**src/verilog/clkgen_ctrl_consts.svh**
```systemverilog
// Operation
// RQ1: Byte 8 bit 2 sets 48 MHz serial-bus clock drive, resets high.
// RQ2: Byte 8 bit 0 sets free-running bus clock zero drive, resets high.
// RQ3: Byte 9 bits 5:4 pick spread depth for video and panel, default 00.
// RQ4: Byte 9 bit 2 enables spread video output, else tri-stated; resets enabled.
// RQ5: Byte 9 bit 1 enables spread modulation on video clock; resets enabled.
// RQ6: Byte 10 bits 5,4 enable reference pairs 9,8; resets enabled.
// RQ7: Byte 10 bits 2:0 make pairs 10,9,8 stoppable by software halt; code gates only pairs 9,8, from bits 1,0.
// RQ8: Byte 11 bit 3 sets drive of both video outputs; resets low.
// RQ9: Byte 12 bits 7:0 enable request inputs 9 to 2; reset disabled.
// RQ10: Byte 13 bit 7 enables request input 1; resets disabled.
// RQ11: Byte 13 bit 6 picks panel clock 96 or 100 MHz; resets 100.
// RQ12: Byte 13 bits 3:0 set drive of bus clocks 4 to 1; reset high.
// RQ13: Request input change counts after two stable reference-complement edges.
// RQ14: Enabled request high stops assigned pairs after next transition, low undriven.
// RQ15: Software writes reserved bits with fixed values; identity byte is read-only.
`ifndef CLKGEN_CTRL_CONSTS_SVH
`define CLKGEN_CTRL_CONSTS_SVH
`define OFS_IDENT        8'h07
`define OFS_DRIVE_A      8'h08
`define OFS_SPREAD_VIDEO 8'h09
`define OFS_REF_PAIR     8'h0a
`define OFS_VIDEO_DRIVE  8'h0b
`define OFS_REQ_EN_HI    8'h0c
`define OFS_REQ_SPEED    8'h0d
`define RST_DRIVE_A      8'h07
`define RST_SPREAD_VIDEO 8'h0e
`define RST_REF_PAIR     8'hf0
`define RST_VIDEO_DRIVE  8'h00
`define RST_REQ_EN_HI    8'h00
`define RST_REQ_SPEED    8'h7f
`define ID_VALUE         8'h5a
`define BIT_USB_DRIVE    2
`define BIT_FREE0_DRIVE  0
`define BIT_SS_OUT_EN    2
`define BIT_SS_MOD_EN    1
`define BIT_VIDEO_DRIVE  3
`define BIT_REQ1_EN      7
`define BIT_PANEL_SPEED  6
`define REQ_LINES        9
`define REF_PAIRS        3
`endif

```
**src/verilog/clkgen_ctrl_pkg.sv**
```systemverilog
package clkgen_ctrl_pkg;
  // Register-facing control fields decoded for the clock core.
  typedef struct packed {
    logic       serial_bus_48mhz_drive;
    logic       free_run_bus_clock_zero_drive;
    logic [1:0] spread_depth;
    logic       video_spread_out_en;
    logic       video_spread_mod_en;
    logic [1:0] ref_pair_out_en;
    logic [2:0] ref_pair_halt_eligible;
    logic       video_drive;
    logic [8:0] request_enable;
    logic       panel_speed_100;
    logic [3:0] bus_clock_drive;
  } ctrl_fields_t;
  // Bus access strobe group.
  typedef struct packed {
    logic       wr;
    logic       rd;
    logic [7:0] addr;
    logic [7:0] wdata;
  } reg_access_t;
endpackage : clkgen_ctrl_pkg

```
**src/verilog/clkgen_ctrl_bytes.sv**
```systemverilog
`include "clkgen_ctrl_consts.svh"
// Control byte bank with request-driven reference pair gating.
module clkgen_ctrl_bytes
  import clkgen_ctrl_pkg::*;
(
  input  wire logic                  SYS_CLK_IN,        // 125 MHz clock.
  input  wire logic                  NRST_IN,           // Synchronous reset, active low.
  input  wire logic                  REG_WR_IN,         // Byte write strobe.
  input  wire logic                  REG_RD_IN,         // Byte read strobe.
  input  wire logic [7:0]            REG_ADDR_IN,       // Byte offset.
  input  wire logic [7:0]            REG_WDATA_IN,      // Write data.
  input  wire logic                  SERIAL_REF_COMPLEMENT_IN, // Reference complement clock.
  input  wire logic [8:0]            OUTPUT_REQUEST_N_IN,      // Request pins 9..1, low = request.
  input  wire logic                  BUS_CLOCK_HALT_N_IN,      // Software halt, active low.
  output logic      [7:0]            REG_RDATA_OUT,     // Read data.
  output logic                       REG_RVALID_OUT,    // Read data valid pulse.
  output ctrl_fields_t               CTRL_OUT,          // Decoded controls.
  output logic      [8:0]            PAIR_RUN_OUT,      // Pair 9..1 clock running.
  output logic      [8:0]            PAIR_DRIVE_EN_OUT  // Pair 9..1 driven.
);
  logic [7:0] drive_a_q;
  logic [7:0] spread_q;
  logic [7:0] ref_pair_q;
  logic [7:0] video_drive_q;
  logic [7:0] req_en_hi_q;
  logic [7:0] req_speed_q;
  logic [8:0] req_n_acc;
  logic [8:0] halt_eligible;
  logic       ref_s1_q;
  logic       ref_s2_q;
  logic       ref_s3_q;
  logic       ref_rise;
  logic       halt_s1_q;
  logic       halt_s2_q;
  reg_access_t acc;

  assign acc = '{wr: REG_WR_IN, rd: REG_RD_IN, addr: REG_ADDR_IN, wdata: REG_WDATA_IN};

  // Register writes; the identity byte ignores writes.
  always_ff @(posedge SYS_CLK_IN) begin
    if (!NRST_IN) begin
      drive_a_q     <= `RST_DRIVE_A;
      spread_q      <= `RST_SPREAD_VIDEO;
      ref_pair_q    <= `RST_REF_PAIR;
      video_drive_q <= `RST_VIDEO_DRIVE;
      req_en_hi_q   <= `RST_REQ_EN_HI;
      req_speed_q   <= `RST_REQ_SPEED;
    end else if (acc.wr) begin
      case (acc.addr)
        `OFS_DRIVE_A:      drive_a_q     <= acc.wdata;
        `OFS_SPREAD_VIDEO: spread_q      <= acc.wdata;
        `OFS_REF_PAIR:     ref_pair_q    <= acc.wdata;
        `OFS_VIDEO_DRIVE:  video_drive_q <= acc.wdata;
        `OFS_REQ_EN_HI:    req_en_hi_q   <= acc.wdata;
        `OFS_REQ_SPEED:    req_speed_q   <= acc.wdata;
        default: ;
      endcase
    end
  end

  // Read path; unmapped offsets return zero.
  always_ff @(posedge SYS_CLK_IN) begin
    if (!NRST_IN) begin
      REG_RDATA_OUT  <= 8'h00;
      REG_RVALID_OUT <= 1'b0;
    end else begin
      REG_RVALID_OUT <= acc.rd;
      if (acc.rd) begin
        case (acc.addr)
          `OFS_IDENT:        REG_RDATA_OUT <= `ID_VALUE; // Arbitrary identity value.
          `OFS_DRIVE_A:      REG_RDATA_OUT <= drive_a_q;
          `OFS_SPREAD_VIDEO: REG_RDATA_OUT <= spread_q;
          `OFS_REF_PAIR:     REG_RDATA_OUT <= ref_pair_q;
          `OFS_VIDEO_DRIVE:  REG_RDATA_OUT <= video_drive_q;
          `OFS_REQ_EN_HI:    REG_RDATA_OUT <= req_en_hi_q;
          `OFS_REQ_SPEED:    REG_RDATA_OUT <= req_speed_q;
          default:           REG_RDATA_OUT <= 8'h00;
        endcase
      end
    end
  end

  // Decoded control fields registered onto the output.
  always_ff @(posedge SYS_CLK_IN) begin
    if (!NRST_IN) begin
      CTRL_OUT <= '0;
    end else begin
      CTRL_OUT.serial_bus_48mhz_drive        <= drive_a_q[`BIT_USB_DRIVE];    // [RQ1]
      CTRL_OUT.free_run_bus_clock_zero_drive <= drive_a_q[`BIT_FREE0_DRIVE];  // [RQ2]
      CTRL_OUT.spread_depth                  <= spread_q[5:4];                // [RQ3]
      CTRL_OUT.video_spread_out_en           <= spread_q[`BIT_SS_OUT_EN];     // [RQ4]
      CTRL_OUT.video_spread_mod_en           <= spread_q[`BIT_SS_MOD_EN];     // [RQ5]
      CTRL_OUT.ref_pair_out_en               <= ref_pair_q[5:4];              // [RQ6]
      CTRL_OUT.ref_pair_halt_eligible        <= ref_pair_q[2:0];              // [RQ7]
      CTRL_OUT.video_drive                   <= video_drive_q[`BIT_VIDEO_DRIVE]; // [RQ8]
      CTRL_OUT.request_enable <= {req_en_hi_q, req_speed_q[`BIT_REQ1_EN]}; // [RQ9] [RQ10]
      CTRL_OUT.panel_speed_100               <= req_speed_q[`BIT_PANEL_SPEED]; // [RQ11]
      CTRL_OUT.bus_clock_drive               <= req_speed_q[3:0];             // [RQ12]
    end
  end

  // Synchronise the reference complement and software halt, then find reference complement rising edges.
  always_ff @(posedge SYS_CLK_IN) begin
    if (!NRST_IN) begin
      ref_s1_q  <= 1'b0;
      ref_s2_q  <= 1'b0;
      ref_s3_q  <= 1'b0;
      halt_s1_q <= 1'b1;
      halt_s2_q <= 1'b1;
    end else begin
      ref_s1_q  <= SERIAL_REF_COMPLEMENT_IN;
      ref_s2_q  <= ref_s1_q;
      ref_s3_q  <= ref_s2_q;
      halt_s1_q <= BUS_CLOCK_HALT_N_IN;
      halt_s2_q <= halt_s1_q;
    end
  end

  assign ref_rise = ref_s2_q & ~ref_s3_q;

  // One debouncer per request line.
  genvar g;
  generate
    for (g = 0; g < `REQ_LINES; g++) begin : gen_req
      request_debounce u_deb (
        .sys_clk_in   (SYS_CLK_IN),
        .nrst_in      (NRST_IN),
        .sample_en_in (ref_rise),
        .req_n_in     (OUTPUT_REQUEST_N_IN[g]),
        .req_n_out    (req_n_acc[g])
      );
    end
  endgenerate

  // Pairs 8 and 9 may also be halted by the software halt when eligible.
  assign halt_eligible = {ref_pair_q[1], ref_pair_q[0], 7'h00};

  // Stop a pair at the next reference edge after its enabled request goes high.
  always_ff @(posedge SYS_CLK_IN) begin
    if (!NRST_IN) begin
      PAIR_RUN_OUT      <= 9'h1ff;
      PAIR_DRIVE_EN_OUT <= 9'h1ff;
    end else if (ref_rise) begin
      for (int i = 0; i < `REQ_LINES; i++) begin
        if ((CTRL_OUT.request_enable[i] && req_n_acc[i]) ||
            (halt_eligible[i] && !halt_s2_q)) begin
          PAIR_RUN_OUT[i]      <= 1'b0; // [RQ14]
          PAIR_DRIVE_EN_OUT[i] <= 1'b0; // [RQ14]
        end else begin
          PAIR_RUN_OUT[i]      <= 1'b1;
          PAIR_DRIVE_EN_OUT[i] <= (i == 7) ? ref_pair_q[4] :
                                  (i == 8) ? ref_pair_q[5] : 1'b1; // [RQ6]
        end
      end
    end
  end
endmodule : clkgen_ctrl_bytes

```
**src/verilog/request_debounce.sv**
```systemverilog
`include "clkgen_ctrl_consts.svh"
// Synchronises one request line and accepts a level after two stable sampling edges.
module request_debounce (
  input  wire logic sys_clk_in,   // System clock.
  input  wire logic nrst_in,      // Synchronous reset, active low.
  input  wire logic sample_en_in, // Rising edge of reference complement.
  input  wire logic req_n_in,     // Raw asynchronous request pin.
  output logic      req_n_out     // Accepted request level.
);
  logic sync1_q;
  logic sync2_q;
  logic cand_q;
  logic cnt_q;

  // Two flip-flop synchroniser, reset to the running level of the pin.
  // Resetting to the stop level would gate an enabled pair until the debounce settled.
  always_ff @(posedge sys_clk_in) begin
    if (!nrst_in) begin
      sync1_q <= 1'b0;
      sync2_q <= 1'b0;
    end else begin
      sync1_q <= req_n_in;
      sync2_q <= sync1_q;
    end
  end

  // Level must be seen on three consecutive sampling edges to be accepted.
  always_ff @(posedge sys_clk_in) begin
    if (!nrst_in) begin
      cand_q    <= 1'b0;
      cnt_q     <= 1'b0;
      req_n_out <= 1'b0;
    end else if (sample_en_in) begin
      if (sync2_q != cand_q) begin
        cand_q <= sync2_q;
        cnt_q  <= 1'b0;
      end else if (!cnt_q) begin
        cnt_q <= 1'b1;
      end else begin
        req_n_out <= cand_q; // [RQ13]
      end
    end
  end
endmodule : request_debounce

```
**config.mk**
```make
export PLATFORM = sky130hd
export DESIGN_NAME = clkgen_ctrl_bytes
export DESIGN_NICKNAME = d
export VERILOG_FILES = /design/src/verilog/clkgen_ctrl_pkg.sv /design/src/verilog/clkgen_ctrl_bytes.sv /design/src/verilog/request_debounce.sv
export VERILOG_INCLUDE_DIRS = /design/src /design/src/verilog
export SDC_FILE = /design/constraint.sdc
export NUM_CORES = 1
export LEC_CHECK = 0
export BUFFER_PORTS_ARGS = -buffer_cell sky130_fd_sc_hd__buf_2
export CORE_MARGIN = 2
export CORE_UTILIZATION = 60
export DETAILED_ROUTE_END_ITERATION = 6
export HOLD_SLACK_MARGIN = 0.02
export PLACE_DENSITY = 0.94
export SYNTH_ARGS = -nofsm -noshare
export SYNTH_HDL_FRONTEND = slang
export SYNTH_HIERARCHICAL = 1
export SYNTH_SLANG_ARGS = --single-unit
```
**constraint.sdc**
```tcl
create_clock -name SYS_CLK_IN -period 6.1 [get_ports SYS_CLK_IN]
set_input_delay 0.61 -clock SYS_CLK_IN [delete_from_list [all_inputs] [get_ports SYS_CLK_IN]]
set_output_delay 0.61 -clock SYS_CLK_IN [all_outputs]
set_load 0.05 [all_outputs]
```
## After elaboration in Yosys (flattened, before gate mapping)

Cells that the tools add are included.

- Reduce and logical (&&, ||, !) cells: 38
- Muxes and demuxes: 21
- Equal/unequal tests: 16
- Bitwise operators: 11

Operator list:

| operator | number |
|---|---|
| 8-bit one-hot mux with 7 select lines | 1 |
| 8-bit by 4-bit == test with 1-bit output, second input constant | 6 |
| 2-bit AND reduction | 15 |
| 3-bit AND reduction | 9 |
| 1-bit two-way mux | 20 |
| 1-bit logical AND | 11 |
| 1-bit NOT | 10 |
| 1-bit inequality test | 9 |
| 8-bit by 3-bit == test with 1-bit output, second input constant | 1 |
| 1-bit logical OR | 2 |
| 1-bit AND | 1 |
| 1-bit logical NOT | 1 |

- Bits in registers: 151
- Logic and storage cells: 157
- Input bits: 31
- Output and inout bits: 53

## Logic depth before layout (Yosys ltp)

- Depth in word-level cells: 4
- Gate-level depth with buffers: 6
- Gate-level depth less buffers: 5

## Modules after synthesis

Netlist, hierarchy kept.

Modules (own cells, without submodules):

| module | instances | area an instance (µm²) | cells an instance | seq. area each (µm²) |
|---|---|---|---|---|
| clkgen_ctrl_bytes | 1 | 3827.4 | 393 | 1981.9 |
| request_debounce | 9 | 178.9 | 16 | 100.1 |

## Worst setup path after synthesis

Ideal clock, no wire load.

- Path type: flip-flop to flip-flop
- From: register ref_s3_q
- To: register gen_req[0].u_deb.req_n_out
- Data required time: 5975 ps
- Path slack: 3692 ps
- Path buffers: 1
- Clock period less this slack: 2408 ps
- Data arrival time: 2283 ps
- Setup time: 125 ps
- Stages on the path, launching flop included: 7
- Path through: dfxtp_1 nand2b_1 inv_1 clkbuf_1 nand2_1 o31ai_1 a21boi_1

- Cells in the longest elaborated chain, start to end: 3

RTL lines:

| what | RTL line | text |
|---|---|---|
| from (decl) | clkgen_ctrl_bytes.sv:31 | `logic ref_s3_q;` |
| from (signal assigned) | clkgen_ctrl_bytes.sv:113 | `ref_s3_q <= ref_s2_q;` |
| 1-bit NOT | clkgen_ctrl_bytes.sv:119 | `assign ref_rise = ref_s2_q & ~ref_s3_q;` |
| 1-bit AND | clkgen_ctrl_bytes.sv:119 |  |
| net ref_rise | clkgen_ctrl_bytes.sv:32 | `logic ref_rise;` |
| 3-bit AND reduction (no line) | -- |  |
| to (signal assigned) | request_debounce.sv:40 | `req_n_out <= cand_q;` |
| to (decl) | request_debounce.sv:8 | `output logic req_n_out` |

The timed path passes the listed nets, and every way through them passes these cells.
A chain may end at the register's enable or synchronous reset.

==> results by group <==
Synth
  – Syn Inst Count: 537
  – Post-Syn Nets: 568
  – Synth warn: 6
  – Post-synthesis cell type count: 41
  – Mapped Area: 5440 sq um
  – Number of synthesized register bits: 144
  – Mapped Avg Cell Area: 10.1 sq um
  – Sequential cell area fraction in the yosys report: 53.0%

Worst hold path
  – Hold endpoint: halt_s1_q$_SDFF_PN1_
  – Critical hold path startpoint: BUS_CLOCK_HALT_N_IN
  – Worst Hold Class: in -> reg
  – WHS Path Cells: 2

Cells and area
  – Share of layout cells above drive strength 1: 21.6%
  – # diodes: 0
  – Area Growth Syn to Fin: 18.6%
  – Post-route cell area: 6450 sq um
  – Nets@finish: 639
  – Most common cell after layout, fill and taps aside: dfxtp_1
  – Commonest non-fill, non-tap cells in the layout: dfxtp_1 (144), buf_2 (82), nand2_1 (56)
  – Final cell count without fillers: 729

Routing
  – Drc violations: 0
  – Drt pass-1 iters: 5
  – Drt via density: 5.78
  – Vias: 4213
  – Routed Antenna Nets: 0
  – Final WL: 12.2 mm
  – Routed length per instance: 16.7 microns
  – Iter 0 DRT Violations: 332

Setup path
  – Worst-case reg-to-reg path depth: 6
  – CP Data Arrival Time: 2.71 ns
  – Startpoint Class: primary input
  – CP cell instances: buf_4 -> buf_4 -> nor2b_1 -> nand2_1 -> and3_1 -> a22oi_1
  – R2r setup slk: 4.24 ns
  – Setup CP Type: in -> reg
  – Critical Path Sink Type: flop
  – R2r startpoint: ref_s3_q$_SDFF_PN0_
  – Worst r2r dst: gen_req[0].u_deb/req_n_out$_SDFFE_PN0P_
  – CP max-delay cell: nor2b_1
  – Largest stage delay on the critical path: 0.56 ns
  – Crit Path Max Fanout: 84
  – Crit path top cell by count: buf_4
  – Worst EP required: 6.55 ns

STA
  – Final hold vios: 0
  – Fin crit period: 2.26 ns
  – Worst rel slew slack: 50.2%
  – Clock skew: 0.00624 ns
  – Post-route clock period utilization: 37.1%
  – Final count of negative-setup-slack endpoints: 0
  – Max Clock Freq: 0.442 GHz
  – RSZ-0062 raised after global routing: false
  – Final setup TNS: 0 ns
  – Fin. max-slew vios: 0
  – Worst Tran Pin Value: 0.744 ns

Die
  – Initial Util: 62.1%
  – Die area: 9840 sq um
  – Io pins: 84
  – Row cnt: 34
  – Die height: 99.2 microns
  – Die X: 99.2 microns
  – Core ar.: 8760 sq um

Placed design
  – Placed Instance Area: 5840 sq um
  – Total placed cells including tap cells: 697
  – IO Port Bufs: 83
  – Placer Congestion: 0.900
  – HPWL after DPL: 7.52 mm

Global routing
  – Largest net degree at the start of global routing: 85
  – Vias in the first global route: 3976
  – Total track usage: 25.5%
  – Wire length of the first global-routing pass: 19.8 mm
  – Initial antenna violation count: 0
  – Grt ovf: 0

CTS
  – TritonCTS Buffers: 17
  – Post-CTS Resized: 0
  – Sink Count: 144
  – Post-CTS Hold Fix Bufs: 0
  – Root buffer cell: clkbuf_8
  – Clk slew on worst S/H paths: 0.06 ns
  – Clock insertion delay at the later pin of the skew report: 0.52 ns
  – Setup bufs post-CTS: 0
  – CTS H-tree depth: 4
  – CTS tree: done
  – Deepest clock path buffer count: 2

Run status
  – Status: finished, final reports clean

Power and ir drop
  – Power density over the cells: 329 nW/um^2
  – Internal power: 0.00165 W
  – Max VDD drop: 0.204 mV
  – Net Sw Frac: 22.5%
  – Clock share of power: 49.0%
  – Leakage: 2.68 nW
  – P_sw: 0.000477 W
  – Sequential power share: 45.6%
  – Logic pwr share: 5.4%

Flow run
  – Max-cap violation count: 0
[flip-flops by register name, summed over array words and instances (netlist names), 9 cells and up]
register,count
gen_req.u_deb/sync1_q,9
gen_req.u_deb/req_n_out,9
PAIR_RUN_OUT,9
gen_req.u_deb/sync2_q,9
gen_req.u_deb/cnt_q,9
gen_req.u_deb/cand_q,9
CTRL_OUT,26
[cell type report]
type,count,area (sq um)
clock buffers,21,449
clock inverters,11,154
well taps,108,135
multi-input cells,354,2370
repair buffers,85,433
fillers,569,2320
flip-flops and latches,144,2880
inverters,6,22.5
[worst max-delay path: cells and delay by family]
family / cells / cell delay, ns
simple gates: 3 / 0.87
compound gates: 1 / 0.12
buf+inv: 2 / 1.07
[worst max-delay path by stage]
stage                                    from                                 endpoint  slack (ns)  cells after the start
after global routing                  NRST_IN            REG_RDATA_OUT[2]$_SDFFE_PN0P_        3.62                      6
after detailed placement              NRST_IN            REG_RDATA_OUT[2]$_SDFFE_PN0P_        3.36                      6
final                                 NRST_IN            REG_RDATA_OUT[2]$_SDFFE_PN0P_        3.84                      6
after floorplan           ref_s3_q$_SDFF_PN0_  gen_req[0].u_deb/req_n_out$_SDFFE_PN0P_        3.69                      6
after CTS                             NRST_IN            REG_RDATA_OUT[2]$_SDFFE_PN0P_        3.87                      6
after global placement                NRST_IN            REG_RDATA_OUT[2]$_SDFFE_PN0P_        3.42                      6
[synth_stat cells, drive strengths merged]
| cell | number | area share (%) |
|---|---|---|
| a21boi | 10 | 1.4 |
| a21oi | 5 | 0.46 |
| a221o | 3 | 0.55 |
| a221oi | 2 | 0.32 |
| a222oi | 1 | 0.18 |
| a22o | 1 | 0.16 |
| a22oi | 3 | 0.41 |
| a31o | 7 | 1.1 |
| a31oi | 4 | 0.46 |
| a32o | 2 | 0.37 |
| and2 | 49 | 5.6 |
| and3 | 2 | 0.23 |
| and4b | 2 | 0.37 |
| and4bb | 1 | 0.23 |
| buf | 20 | 2.1 |
| clkbuf | 13 | 0.90 |
| dfxtp | 144 | 53 |
| inv | 6 | 0.41 |
| mux2 | 6 | 1.2 |
| mux2i | 45 | 8.3 |
| mux4 | 2 | 0.83 |
| nand2 | 56 | 3.9 |
| nand2b | 5 | 0.58 |
| nand3 | 24 | 2.3 |
| nand3b | 3 | 0.41 |
| nand4 | 14 | 1.7 |
| nor2 | 8 | 0.55 |
| nor2b | 35 | 4.0 |
| nor3b | 5 | 0.69 |
| nor4 | 1 | 0.39 |
| nor4b | 1 | 0.16 |
| o211a | 1 | 0.18 |
| o211ai | 5 | 0.69 |
| o21ai | 32 | 2.9 |
| o31ai | 10 | 1.4 |
| xnor2 | 9 | 1.4 |
[power groups by stage]
stage / clock (W) / combinational [W] / sequential [W]
2_1_floorplan: 0 / 0.0000590 / 0.00101
3_3_place_gp: 0 / 0.000109 / 0.000986
3_5_place_dp: 0 / 0.000112 / 0.000987
4_1_cts: 0.00105 / 0.000114 / 0.000967
5_1_grt: 0.00110 / 0.000122 / 0.000969
6_report: 0.00104 / 0.000114 / 0.000967
[metal layers]
| metal | vias up | GRT usage, % | share of wire, % | wire length, microns |
|---|---|---|---|---|
| li1 | 2010 | - | - | - |
| met1 | 2024 | 32.2 | 43 | 5260 |
| met2 | 147 | 42.3 | 49 | 6020 |
| met3 | 32 | 5.34 | 4.8 | 588 |
| met4 | 0 | 11.0 | 2.7 | 327 |
| met5 | - | 0 | 0 | 0 |
[per-stage QoR]
step           utilization (%)  setup slack (ns)  hold WS (ns)  power, W
2_1_floorplan                -              3.69         0.386   0.00106
3_3_place_gp              66.7              3.42         0.395   0.00110
3_5_place_dp              66.7              3.36         0.391   0.00110
4_1_cts                   73.6              3.87         0.258   0.00213
5_1_grt                   73.6              3.62         0.254   0.00219
6_report                  73.6              3.84         0.272   0.00212
[cell families after synthesis]
logic type             Yosys count  share of synthesized area, %
AND/OR/NAND/NOR                206                          21.2
AO/OA/AOI/OAI                   86                          10.6
buffers and inverters           39                          3.38
flip-flops                     144                          53.0
XOR/XNOR                         9                          1.45
multiplexers                    53                          10.4
Power figures use the tool's default switching activity.
